==> config.mk <==
export PLATFORM = sky130hd
export DESIGN_NAME = gpio_ports_with_aux_input
export DESIGN_NICKNAME = d
export VERILOG_FILES = /design/src/common/gpio_pkg.sv /design/src/gpio_ports_with_aux_input.sv /design/src/pin_level_sync.sv /design/src/gpio_pin_drive.sv
export SDC_FILE = /design/constraint.sdc
export NUM_CORES = 1
export LEC_CHECK = 0
export BUFFER_PORTS_ARGS = -buffer_cell sky130_fd_sc_hd__buf_2
export CORE_ASPECT_RATIO = 1.1
export CORE_UTILIZATION = 35
export CTS_CLUSTER_SIZE = 24
export DETAILED_ROUTE_END_ITERATION = 10
export GPL_TIMING_DRIVEN = 0
export MAX_ROUTING_LAYER = met4
export PLACE_DENSITY_LB_ADDON = 0.1
export SYNTH_ARGS = -nofsm -noshare
export SYNTH_HDL_FRONTEND = slang
export SYNTH_SLANG_ARGS = --single-unit
export TNS_END_PERCENT = 50
==> constraint.sdc <==
create_clock -name ref_clk -period 3.65 [get_ports ref_clk]
set_input_delay 0.5475 -clock ref_clk [delete_from_list [all_inputs] [get_ports ref_clk]]
set_output_delay 0.5475 -clock ref_clk [all_outputs]
set_load 0.01 [all_outputs]
==> src/common/gpio_pkg.sv <==
// gpio_pkg: register map, fields, resets and pin-control carrier.
// assumes apb, 32-bit data, one register per aligned word.
package gpio_pkg;

    // register indices; the byte address on apb is four times the index
    localparam logic [7:0] WIDE_DATA_IDX    = 8'h00;
    localparam logic [7:0] NARROW_DATA_IDX  = 8'h01;
    localparam logic [7:0] AUX_INPUT_IDX    = 8'h02;
    localparam logic [7:0] WIDE_SEL_LO_IDX  = 8'h0a;
    localparam logic [7:0] WIDE_SEL_HI_IDX  = 8'h0b;
    localparam logic [7:0] NARROW_SEL_LO_IDX = 8'h0c;
    localparam logic [7:0] NARROW_SEL_HI_IDX = 8'h0d;

    // port widths
    localparam int WIDE_PINS   = 8;
    localparam int NARROW_PINS = 2;
    localparam int REG_BITS    = 8;

    // reset values of the written registers
    localparam logic [7:0] DATA_RESET = 8'h00;
    localparam logic [7:0] SEL_RESET  = 8'h00;

    // auxiliary input register bit positions
    localparam int AUX_DPLUS_BIT    = 5;
    localparam int AUX_DMINUS_BIT   = 4;
    localparam int AUX_XTAL_OUT_BIT = 2;
    localparam int AUX_XTAL_IN_BIT  = 1;
    localparam int AUX_REG_PIN_BIT  = 0;
    localparam int AUX_BITS         = 6;

    // synchroniser depth for pin inputs
    localparam int SYNC_STAGES = 3;

    // sink strength of the pull-down driver
    typedef enum logic [1:0] {
        SINK_OFF    = 2'b00,
        SINK_LOW    = 2'b01,
        SINK_MEDIUM = 2'b10,
        SINK_HIGH   = 2'b11
    } sink_strength_e;

    // everything the pad needs for one pin
    typedef struct packed {
        logic           pin_out;
        logic           pin_oe_n;
        logic           pullup_driver;
        logic           pulldown_driver;
        sink_strength_e sink_strength;
        logic           pullup_resistor_switch;
        logic           ttl_threshold;
    } pin_ctrl_s;

    localparam pin_ctrl_s PIN_CTRL_RESET = '{
        pin_out: 1'b0, pin_oe_n: 1'b1, pullup_driver: 1'b0,
        pulldown_driver: 1'b0, sink_strength: SINK_OFF,
        pullup_resistor_switch: 1'b0, ttl_threshold: 1'b0
    };

endpackage

==> src/gpio_ports_with_aux_input.sv <==
// gpio_ports_with_aux_input: apb gpio ports with
// per-pin drive select and an auxiliary input port.
// assumes one clock; pins async, modes synchronous.
//
// Function
// - eight-pin port and two-pin port provided
// - data reads return sampled pin levels
// - data writes latch outgoing pin values
// - each pin decoded from own bits only
// - reset clears data and selects, pins hi-z
// - both selects zero gives high impedance
// - hi set, lo clear, data low: low sink
// - lo set, hi clear, data low: medium sink
// - both selects set, data low: high sink
// - lo set, data high: driven high
// - hi set, lo clear, data high: resistor pullup
// - ttl only when undriven with data high
// - four write-only select registers, consecutive
// - narrow port keeps only bits one, zero
// - read-only auxiliary input port register
// - aux bits five, four show usb lines
// - aux bit two shows crystal out pin
// - aux bit one shows crystal in pin
// - aux bit zero shows regulator pin
// - every gpio pin usable as interrupt source
`timescale 1ns/1ps
module gpio_ports_with_aux_input #(
    parameter int WIDE_W   = gpio_pkg::WIDE_PINS,
    parameter int NARROW_W = gpio_pkg::NARROW_PINS
) (
    input  wire logic                ref_clk,
    input  wire logic                reset,
    input  wire logic                clk_en,
    // apb slave
    input  wire logic                psel,
    input  wire logic                penable,
    input  wire logic                pwrite,
    input  wire logic [7:0]          paddr,
    input  wire logic [31:0]         pwdata,
    output logic      [31:0]         prdata,
    output logic                     pready,
    output logic                     pslverr,
    // eight-pin port
    input  wire logic [WIDE_W-1:0]   wide_port_pins_in,
    output logic      [WIDE_W-1:0]   wide_port_pins_out,
    output logic      [WIDE_W-1:0]   wide_port_pins_oe_n,
    output gpio_pkg::pin_ctrl_s [WIDE_W-1:0] wide_port_ctrl,
    output logic      [WIDE_W-1:0]   wide_port_levels,
    // two-pin port
    input  wire logic [NARROW_W-1:0] narrow_port_pins_in,
    output logic      [NARROW_W-1:0] narrow_port_pins_out,
    output logic      [NARROW_W-1:0] narrow_port_pins_oe_n,
    output gpio_pkg::pin_ctrl_s [NARROW_W-1:0] narrow_port_ctrl,
    output logic      [NARROW_W-1:0] narrow_port_levels,
    // auxiliary inputs
    input  wire logic                usb_dplus_pin,
    input  wire logic                usb_dminus_pin,
    input  wire logic                crystal_out_pin,
    input  wire logic                crystal_in_pin,
    input  wire logic                regulator_pin,
    input  wire logic                internal_clock_mode,
    input  wire logic                ps2_mode
);

    // software-written state
    logic [WIDE_W-1:0]   wide_data_reg;
    logic [NARROW_W-1:0] narrow_data_reg;
    logic [WIDE_W-1:0]   wide_sel_lo_reg;
    logic [WIDE_W-1:0]   wide_sel_hi_reg;
    logic [NARROW_W-1:0] narrow_sel_lo_reg;
    logic [NARROW_W-1:0] narrow_sel_hi_reg;

    // read path
    logic [31:0]         prdata_reg;
    logic                pslverr_reg;
    logic [31:0]         read_value;
    logic                addr_mapped;

    // synchronised pin levels
    logic [gpio_pkg::AUX_BITS-1:0] aux_raw;
    logic [gpio_pkg::AUX_BITS-1:0] aux_level;
    logic [7:0]          aux_value;

    // bus decode
    logic                setup_phase;
    logic                write_access;
    logic                word_aligned;
    logic [5:0]          reg_index;
    logic                hit_wide_data;
    logic                hit_narrow_data;
    logic                hit_aux;
    logic                hit_wide_lo;
    logic                hit_wide_hi;
    logic                hit_narrow_lo;
    logic                hit_narrow_hi;

    // zero wait states: every access completes in its first access cycle
    assign pready       = 1'b1;
    assign setup_phase  = psel && !penable;
    assign write_access = psel && penable && pwrite && clk_en;

    // the index is the word address; low two address bits must be zero
    assign word_aligned = (paddr[1:0] == 2'b00);
    assign reg_index    = paddr[7:2];

    assign hit_wide_data   = word_aligned && (reg_index == gpio_pkg::WIDE_DATA_IDX[5:0]);
    assign hit_narrow_data = word_aligned && (reg_index == gpio_pkg::NARROW_DATA_IDX[5:0]);
    assign hit_aux         = word_aligned && (reg_index == gpio_pkg::AUX_INPUT_IDX[5:0]);
    assign hit_wide_lo     = word_aligned && (reg_index == gpio_pkg::WIDE_SEL_LO_IDX[5:0]);
    assign hit_wide_hi     = word_aligned && (reg_index == gpio_pkg::WIDE_SEL_HI_IDX[5:0]);
    assign hit_narrow_lo   = word_aligned && (reg_index == gpio_pkg::NARROW_SEL_LO_IDX[5:0]);
    assign hit_narrow_hi   = word_aligned && (reg_index == gpio_pkg::NARROW_SEL_HI_IDX[5:0]);

    assign addr_mapped = hit_wide_data || hit_narrow_data || hit_aux
                       || hit_wide_lo || hit_wide_hi || hit_narrow_lo || hit_narrow_hi;

    // aux port samples; bit order follows the register layout
    assign aux_raw[gpio_pkg::AUX_DPLUS_BIT]    = usb_dplus_pin;
    assign aux_raw[gpio_pkg::AUX_DMINUS_BIT]   = usb_dminus_pin;
    assign aux_raw[3]                          = 1'b0;
    assign aux_raw[gpio_pkg::AUX_XTAL_OUT_BIT] = crystal_out_pin;
    assign aux_raw[gpio_pkg::AUX_XTAL_IN_BIT]  = crystal_in_pin;
    assign aux_raw[gpio_pkg::AUX_REG_PIN_BIT]  = regulator_pin;

    // all pin inputs pass three flops before anything looks at them
    pin_level_sync #(
        .WIDTH (WIDE_W)
    ) u_wide_sync (
        .ref_clk  (ref_clk),
        .reset    (reset),
        .clk_en   (clk_en),
        .async_in (wide_port_pins_in),
        .level    (wide_port_levels)   // also feeds outside interrupt logic
    );

    pin_level_sync #(
        .WIDTH (NARROW_W)
    ) u_narrow_sync (
        .ref_clk  (ref_clk),
        .reset    (reset),
        .clk_en   (clk_en),
        .async_in (narrow_port_pins_in),
        .level    (narrow_port_levels)
    );

    pin_level_sync #(
        .WIDTH (gpio_pkg::AUX_BITS)
    ) u_aux_sync (
        .ref_clk  (ref_clk),
        .reset    (reset),
        .clk_en   (clk_en),
        .async_in (aux_raw),
        .level    (aux_level)
    );

    // crystal bits read zero outside internal clock mode,
    // the regulator bit outside ps2 mode
    assign aux_value[7:6] = 2'b00;
    assign aux_value[gpio_pkg::AUX_DPLUS_BIT]  = aux_level[gpio_pkg::AUX_DPLUS_BIT];
    assign aux_value[gpio_pkg::AUX_DMINUS_BIT] = aux_level[gpio_pkg::AUX_DMINUS_BIT];
    assign aux_value[3] = 1'b0;
    assign aux_value[gpio_pkg::AUX_XTAL_OUT_BIT] =
        internal_clock_mode && aux_level[gpio_pkg::AUX_XTAL_OUT_BIT];
    assign aux_value[gpio_pkg::AUX_XTAL_IN_BIT] =
        internal_clock_mode && aux_level[gpio_pkg::AUX_XTAL_IN_BIT];
    assign aux_value[gpio_pkg::AUX_REG_PIN_BIT] =
        ps2_mode && aux_level[gpio_pkg::AUX_REG_PIN_BIT];

    // read mux: data registers return pin levels, never the stored values;
    // select registers are write-only and read as zero
    assign read_value =
          hit_wide_data   ? {{(32-WIDE_W){1'b0}}, wide_port_levels}
        : hit_narrow_data ? {{(32-NARROW_W){1'b0}}, narrow_port_levels}
        : hit_aux         ? {24'h000000, aux_value}
        : 32'h00000000;

    // read data captured at setup so it stands in flops
    // through the access cycle
    always_ff @(posedge ref_clk)
    begin
        if (reset)
        begin
            prdata_reg  <= 32'h00000000;
            pslverr_reg <= 1'b0;
        end
        else if (clk_en && setup_phase)
        begin
            prdata_reg  <= pwrite ? 32'h00000000 : read_value;
            pslverr_reg <= !addr_mapped;
        end
    end

    assign prdata  = prdata_reg;
    assign pslverr = pslverr_reg && psel && penable;

    // eight-pin port data: one bit per pin, written in the access cycle
    always_ff @(posedge ref_clk)
    begin
        if (reset)
        begin
            wide_data_reg <= gpio_pkg::DATA_RESET[WIDE_W-1:0];
        end
        else if (write_access && hit_wide_data)
        begin
            wide_data_reg <= pwdata[WIDE_W-1:0];
        end
    end

    // two-pin port data: upper bits of the write are dropped
    always_ff @(posedge ref_clk)
    begin
        if (reset)
        begin
            narrow_data_reg <= gpio_pkg::DATA_RESET[NARROW_W-1:0];
        end
        else if (write_access && hit_narrow_data)
        begin
            narrow_data_reg <= pwdata[NARROW_W-1:0];
        end
    end

    // eight-pin drive selects at consecutive indices
    always_ff @(posedge ref_clk)
    begin
        if (reset)
        begin
            wide_sel_lo_reg <= gpio_pkg::SEL_RESET[WIDE_W-1:0];
            wide_sel_hi_reg <= gpio_pkg::SEL_RESET[WIDE_W-1:0];
        end
        else if (write_access)
        begin
            if (hit_wide_lo)
            begin
                wide_sel_lo_reg <= pwdata[WIDE_W-1:0];
            end
            if (hit_wide_hi)
            begin
                wide_sel_hi_reg <= pwdata[WIDE_W-1:0];
            end
        end
    end

    // two-pin drive selects; only the low two bits exist
    always_ff @(posedge ref_clk)
    begin
        if (reset)
        begin
            narrow_sel_lo_reg <= gpio_pkg::SEL_RESET[NARROW_W-1:0];
            narrow_sel_hi_reg <= gpio_pkg::SEL_RESET[NARROW_W-1:0];
        end
        else if (write_access)
        begin
            if (hit_narrow_lo)
            begin
                narrow_sel_lo_reg <= pwdata[NARROW_W-1:0];
            end
            if (hit_narrow_hi)
            begin
                narrow_sel_hi_reg <= pwdata[NARROW_W-1:0];
            end
        end
    end

    // one decoder per pin, fed by its own bits; open drain
    // means toggling lo alone with data and hi low
    genvar w;
    generate
        for (w = 0; w < WIDE_W; w++)
        begin : g_wide
            gpio_pin_drive u_drive (
                .ref_clk      (ref_clk),
                .reset        (reset),
                .clk_en       (clk_en),
                .data         (wide_data_reg[w]),
                .drive_sel_lo (wide_sel_lo_reg[w]),
                .drive_sel_hi (wide_sel_hi_reg[w]),
                .ctrl         (wide_port_ctrl[w])
            );
            assign wide_port_pins_out[w]  = wide_port_ctrl[w].pin_out;
            assign wide_port_pins_oe_n[w] = wide_port_ctrl[w].pin_oe_n;
        end
    endgenerate

    genvar n;
    generate
        for (n = 0; n < NARROW_W; n++)
        begin : g_narrow
            gpio_pin_drive u_drive (
                .ref_clk      (ref_clk),
                .reset        (reset),
                .clk_en       (clk_en),
                .data         (narrow_data_reg[n]),
                .drive_sel_lo (narrow_sel_lo_reg[n]),
                .drive_sel_hi (narrow_sel_hi_reg[n]),
                .ctrl         (narrow_port_ctrl[n])
            );
            assign narrow_port_pins_out[n]  = narrow_port_ctrl[n].pin_out;
            assign narrow_port_pins_oe_n[n] = narrow_port_ctrl[n].pin_oe_n;
        end
    endgenerate

endmodule

==> src/pin_level_sync.sv <==
// pin_level_sync: three-flop pin synchroniser.
// assumes async inputs; a change counts once
// stages two and three agree.
`timescale 1ns/1ps
module pin_level_sync #(
    parameter int WIDTH = 8
) (
    input  wire logic             ref_clk,
    input  wire logic             reset,
    input  wire logic             clk_en,
    input  wire logic [WIDTH-1:0] async_in,
    output logic      [WIDTH-1:0] level
);

    logic [WIDTH-1:0] stage1_reg;
    logic [WIDTH-1:0] stage2_reg;
    logic [WIDTH-1:0] stage3_reg;

    genvar i;
    generate
        for (i = 0; i < WIDTH; i++)
        begin : g_bit
            // stage1 feeds stage2 only; the agreement test uses stages 2 and 3
            always_ff @(posedge ref_clk)
            begin
                if (reset)
                begin
                    stage1_reg[i] <= 1'b0;
                    stage2_reg[i] <= 1'b0;
                    stage3_reg[i] <= 1'b0;
                    level[i]      <= 1'b0;
                end
                else if (clk_en)
                begin
                    stage1_reg[i] <= async_in[i];
                    stage2_reg[i] <= stage1_reg[i];
                    stage3_reg[i] <= stage2_reg[i];
                    if (stage2_reg[i] == stage3_reg[i])
                    begin
                        level[i] <= stage3_reg[i];
                    end
                end
            end
        end
    endgenerate

endmodule

==> src/gpio_pin_drive.sv <==
// gpio_pin_drive: pad controls of one pin.
// assumes registered inputs on ref_clk.
`timescale 1ns/1ps
module gpio_pin_drive (
    input  wire logic       ref_clk,
    input  wire logic       reset,
    input  wire logic       clk_en,
    input  wire logic       data,
    input  wire logic       drive_sel_lo,
    input  wire logic       drive_sel_hi,
    output gpio_pkg::pin_ctrl_s ctrl
);

    gpio_pkg::pin_ctrl_s ctrl_next;

    // decode uses only this pin's own three bits
    always_comb
    begin
        ctrl_next = gpio_pkg::PIN_CTRL_RESET; // hi-z, all drivers off
        if (drive_sel_lo && data)
        begin
            ctrl_next.pullup_driver = 1'b1;
            ctrl_next.pin_out       = 1'b1;
            ctrl_next.pin_oe_n      = 1'b0;
        end
        else if (!drive_sel_lo && drive_sel_hi && data)
        begin
            ctrl_next.pullup_resistor_switch = 1'b1; // weak pull only
        end
        else if ((drive_sel_lo || drive_sel_hi) && !data)
        begin
            ctrl_next.pulldown_driver = 1'b1;
            ctrl_next.pin_oe_n        = 1'b0;
            case ({drive_sel_hi, drive_sel_lo})
                2'b10:   ctrl_next.sink_strength = gpio_pkg::SINK_LOW;
                2'b01:   ctrl_next.sink_strength = gpio_pkg::SINK_MEDIUM;
                2'b11:   ctrl_next.sink_strength = gpio_pkg::SINK_HIGH;
                default: ctrl_next.sink_strength = gpio_pkg::SINK_OFF;
            endcase
        end
        // ttl only in the undriven, data-high case; cmos elsewhere
        ctrl_next.ttl_threshold = !drive_sel_lo && !drive_sel_hi && data;
    end

    // registered so the pad sees glitch-free controls
    always_ff @(posedge ref_clk)
    begin
        if (reset)
        begin
            ctrl <= gpio_pkg::PIN_CTRL_RESET;
        end
        else if (clk_en)
        begin
            ctrl <= ctrl_next;
        end
    end

endmodule

==> results <==
- The cell with the most instances on the worst path is sky130_fd_sc_hd__clkbuf_1.
- Counting flops and latches in the post-synthesis netlist gives 169.
- The count of yosys warnings during synthesis is 0.
- Power spread over the standard cell area amounts to 459.5 mW/mm².
- The startpoint type of the worst setup path is an input port.
- Across all register-to-register paths, the minimum setup slack is 2.64 ns.
- The final weighted congestion in routability-driven placement is 0.7677.
- The number of enable-type register cells in the synthesized netlist is 0.
- The TritonCTS clock tree is yes.
- TritonCTS created 17 clock buffers.
- The via count of the first global-routing pass is 5319.
- In the synthesized netlist the dominant register cell turns out to be sky130_fd_sc_hd__dfxtp_1.
- The fraction of synthesis flops using an asynchronous set or reset pin is 0.
- After detailed routing, the average wire length per cell comes to 16.01 µm.
- The combined buffer and inverter count along the critical path is 4.
- The first routing iteration left 301 violations.
- The data arrival time at the worst-slack endpoint is 2.71 ns.
- Hold repair after CTS inserted 0 buffers.
- In this run the number of H-tree levels came out at 4.
- The mapped netlist covers 0.006872 mm².
- The relative area change from synthesis to final layout is 25.95%.
- Setup total negative slack on the finished layout was measured at 0 ns.
- The cell at the slowest stage of the critical path is sky130_fd_sc_hd__buf_1.
- The all-layer global routing usage is 0.2050.
- The via-per-instance ratio is 4.756.
- The die covers 0.02020 mm².
- The number of distinct library cells after synthesis is 38.
- Buffers added to address setup during post-CTS repair amount to 0.
- Before antenna repair, the detailed router went through 5 iterations.
- The worst register-to-register path has a depth of 4.
- Detailed placement ended at an HPWL of 13.96 mm.
- In this run the clock root is driven by a sky130_fd_sc_hd__clkbuf_16.
- The largest vdd supply drop is 0.3336 mV.
- Of the synthesized area, sequential elements account for 0.4924.
- Leaving out fill and tap cells, the most frequent cells in the layout are sky130_fd_sc_hd__dfxtp_1 (169), sky130_fd_sc_hd__buf_2 (158), sky130_fd_sc_hd__nor2_1 (137).
- The post-layout utilization of the core is 0.4516.
- The number of pins with negative max-slew slack in the final report is 0.
- The worst setup path is captured at a flop.
- The share of the synthesized area in the top cell type is 0.4924.
- The number of gates resized after CTS was 0.
- The clock skew is 0.007308 ns.
- The post-detailed-route count of antenna-violating nets is 0.
- In this run the worst path has a maximum fanout of 10.
- The analysis attributes to cell leakage a power of 3.940 nW.
- The first-pass GRT wire length is 29.69 mm.
- The total via count after detailed routing is 5759.
- The relative slew slack is 0.3867.
- The library cell used most frequently in the layout, excluding fill and tap cells, is sky130_fd_sc_hd__dfxtp_1.
- The path with the worst hold slack has its endpoint at u_aux_sync.stage1_reg[5].
- The die height is 149.0 µm.
- The final net count is 1014.
- Of all cell types, the one taking the most synthesized area is sky130_fd_sc_hd__dfxtp_1.
- The required time of the critical path is 3.96 ns.
- For this run the aggregate overflow at the end of global routing stands at 0.
- Walking the worst path, the cells encountered are buf_2 -> clkbuf_1 -> clkbuf_1 -> buf_1 -> mux2i_1 -> nor2_1.
- Setup violations remaining at the end of the flow were counted as 0.
- The startpoint identified for the worst hold timing path is usb_dplus_pin.
- The slew of the pin with the lowest slew margin is 0.9199 ns.
- The final critical-path required period is 2.399 ns.
- The largest single stage delay on the critical path is 0.75 ns.
- The synthesized instance count is 752.
- The count of input and output buffers is 157.
- The startpoint identified for the worst register-to-register timing path is u_wide_sync.level[0].
- The critical path's top delay family is buffers and inverters.
- Entering global routing, the biggest net connects 17 pins.
- The insertion delay of the later-clocked pin in the worst-skew pair is 0.43 ns.
- The largest registers in the layout are g_wide.u_drive.ctrl (56), g_narrow.u_drive.ctrl (14).
- The total length of routed wires is 19.39 mm.
- Setup repair after global routing left no endpoint under its margin.
- The flip-flop count of the largest register after layout is 56.
- The post-route fraction of the period consumed by the critical path is 0.6573.
- The flow ran to the end, and the final reports show no timing, DRC or antenna violations.
- The number of inserted diodes is 0.
- The clock sink count is 169.
- The path class of the tightest hold or removal check is in -> reg.
- The reported max-cap violation count is 0.
- Counting flops per register, the top entry is g_wide.u_drive.ctrl.
- The number of antenna violations at the first check in global routing came to 0.
- The count of final hold-check violations was 0.
- The kind of critical path is in -> reg.
- The maximum count of clock buffers along a single path is 2.
- The area inside the core boundary is 0.01916 mm².
- After clock tree synthesis, the clock-pin slew on the worst setup and hold paths is 0.07 ns.
- The horizontal die dimension is 135.6 µm.
- The number of placed I/O pins is 207.
- After detailed routing, the number of remaining DRC violations is 0.
- The worst hold path was traced through 3 stages.
- The endpoint identified for the worst register-to-register timing path is prdata[0].
- The effective utilization at floorplan is 0.3586.
- The top achievable clock speed is 0.4168 GHz.
- The floorplan has 53 rows.
- Of the cells placed in the final design, the portion with a size suffix greater than 1 is 0.2593.
- In the post-synthesis netlist, the biggest area contributors are sky130_fd_sc_hd__dfxtp_1 (49%), sky130_fd_sc_hd__mux2i_1 (12%), sky130_fd_sc_hd__nor2_1 (7.5%).
- The average size of a mapped cell is 9.138 µm².
==> cells in the mapped netlist (2+ instances only) <==
library cell / n
sky130_fd_sc_hd__a21o_1: 16
sky130_fd_sc_hd__a21oi_1: 77
sky130_fd_sc_hd__a22o_1: 3
sky130_fd_sc_hd__a22oi_1: 3
sky130_fd_sc_hd__a32o_1: 2
sky130_fd_sc_hd__buf_1: 17
sky130_fd_sc_hd__buf_4: 55
sky130_fd_sc_hd__clkbuf_1: 23
sky130_fd_sc_hd__conb_1: 2
sky130_fd_sc_hd__dfxtp_1: 169
sky130_fd_sc_hd__mux2i_1: 84
sky130_fd_sc_hd__nand2_1: 47
sky130_fd_sc_hd__nand2b_1: 4
sky130_fd_sc_hd__nand3_1: 11
sky130_fd_sc_hd__nand3b_1: 2
sky130_fd_sc_hd__nand4b_1: 10
sky130_fd_sc_hd__nor2_1: 137
sky130_fd_sc_hd__nor2b_1: 16
sky130_fd_sc_hd__nor3_1: 11
sky130_fd_sc_hd__nor4_1: 5
sky130_fd_sc_hd__nor4_4: 2
sky130_fd_sc_hd__nor4b_1: 11
sky130_fd_sc_hd__o21ai_0: 20
sky130_fd_sc_hd__o31ai_1: 10
sky130_fd_sc_hd__or2_2: 2
==> logic make-up (layout without fill, tap and decap cells) <==
family	Yosys count	after routing	synth area share
compound gates	134	134	0.1125
buf+inv	100	289	0.09013
flops	169	169	0.4924
mux	84	84	0.1224
other cells	2	25	0.001093
simple gates	263	263	0.1815
==> cell type report <==
class | count | area [µm²]
Tap cell | 247 | 309.0
Clock buffer | 23 | 488.0
Multi-Input combinational cell | 506 | 2955
Inverter | 2 | 7.507
Sequential cell | 169 | 3383
Buffer | 98 | 611.8
Fill cell | 1951 | 10510
Timing Repair Buffer | 157 | 785.8
Clock inverter | 9 | 113.9
==> per-stage QoR <==
step / power, mW / hold slack, ns / cells / cell area [µm²] / worst slack [ns]
finish: 3.977 / 0.3535 / 1211 / 8655 / 1.251
global route: 4.123 / 0.3581 / 1211 / 8655 / 1.085
CTS: 4.016 / 0.3401 / 1211 / 8655 / 1.249
detailed placement: 2.190 / 0.4460 / 1179 / 8053 / 0.7875
global placement: 2.188 / 0.4484 / 1179 / 8053 / 0.8365
floorplan: 2.086 / 0.4357 / 775 / 6958 / 1.462
==> worst min-delay path, cell delays in order <==
cell,delay [ns]
sky130_fd_sc_hd__buf_2,0.08
sky130_fd_sc_hd__mux2i_1,0.05
sky130_fd_sc_hd__nor2_1,0.07
==> worst max path at each step <==
stage                     cells past startpoint                           to  startpoint  slack (ns)
after floorplan                               5           wide_sel_hi_reg[0]    paddr[1]        1.46
after detailed placement                      6  u_narrow_sync.stage3_reg[0]      clk_en        0.79
after global placement                        6    u_wide_sync.stage2_reg[0]      clk_en        0.84
final                                         6  u_narrow_sync.stage3_reg[0]      clk_en        1.25
after global routing                          6  u_narrow_sync.stage2_reg[1]      clk_en        1.09
after CTS                                     6  u_narrow_sync.stage3_reg[0]      clk_en        1.25
==> layer usage <==
metal  vias up  track usage  wire, µm
li1       2910            -         -
met1      2685       0.2557      9024
met2       147       0.3319      9291
met3        17      0.03874       811
met4         0      0.06573       264
met5         -            -         0
==> where the power goes <==
group	leakage, nW	internal [mW]	switching [mW]
Combinational	2.27	0.0975	0.161
Sequential	1.37	1.87	0.0177
Clock	0.298	1.09	0.746
Total	3.94	3.05	0.925
No activity file was read; power rests on OpenSTA's default activity.
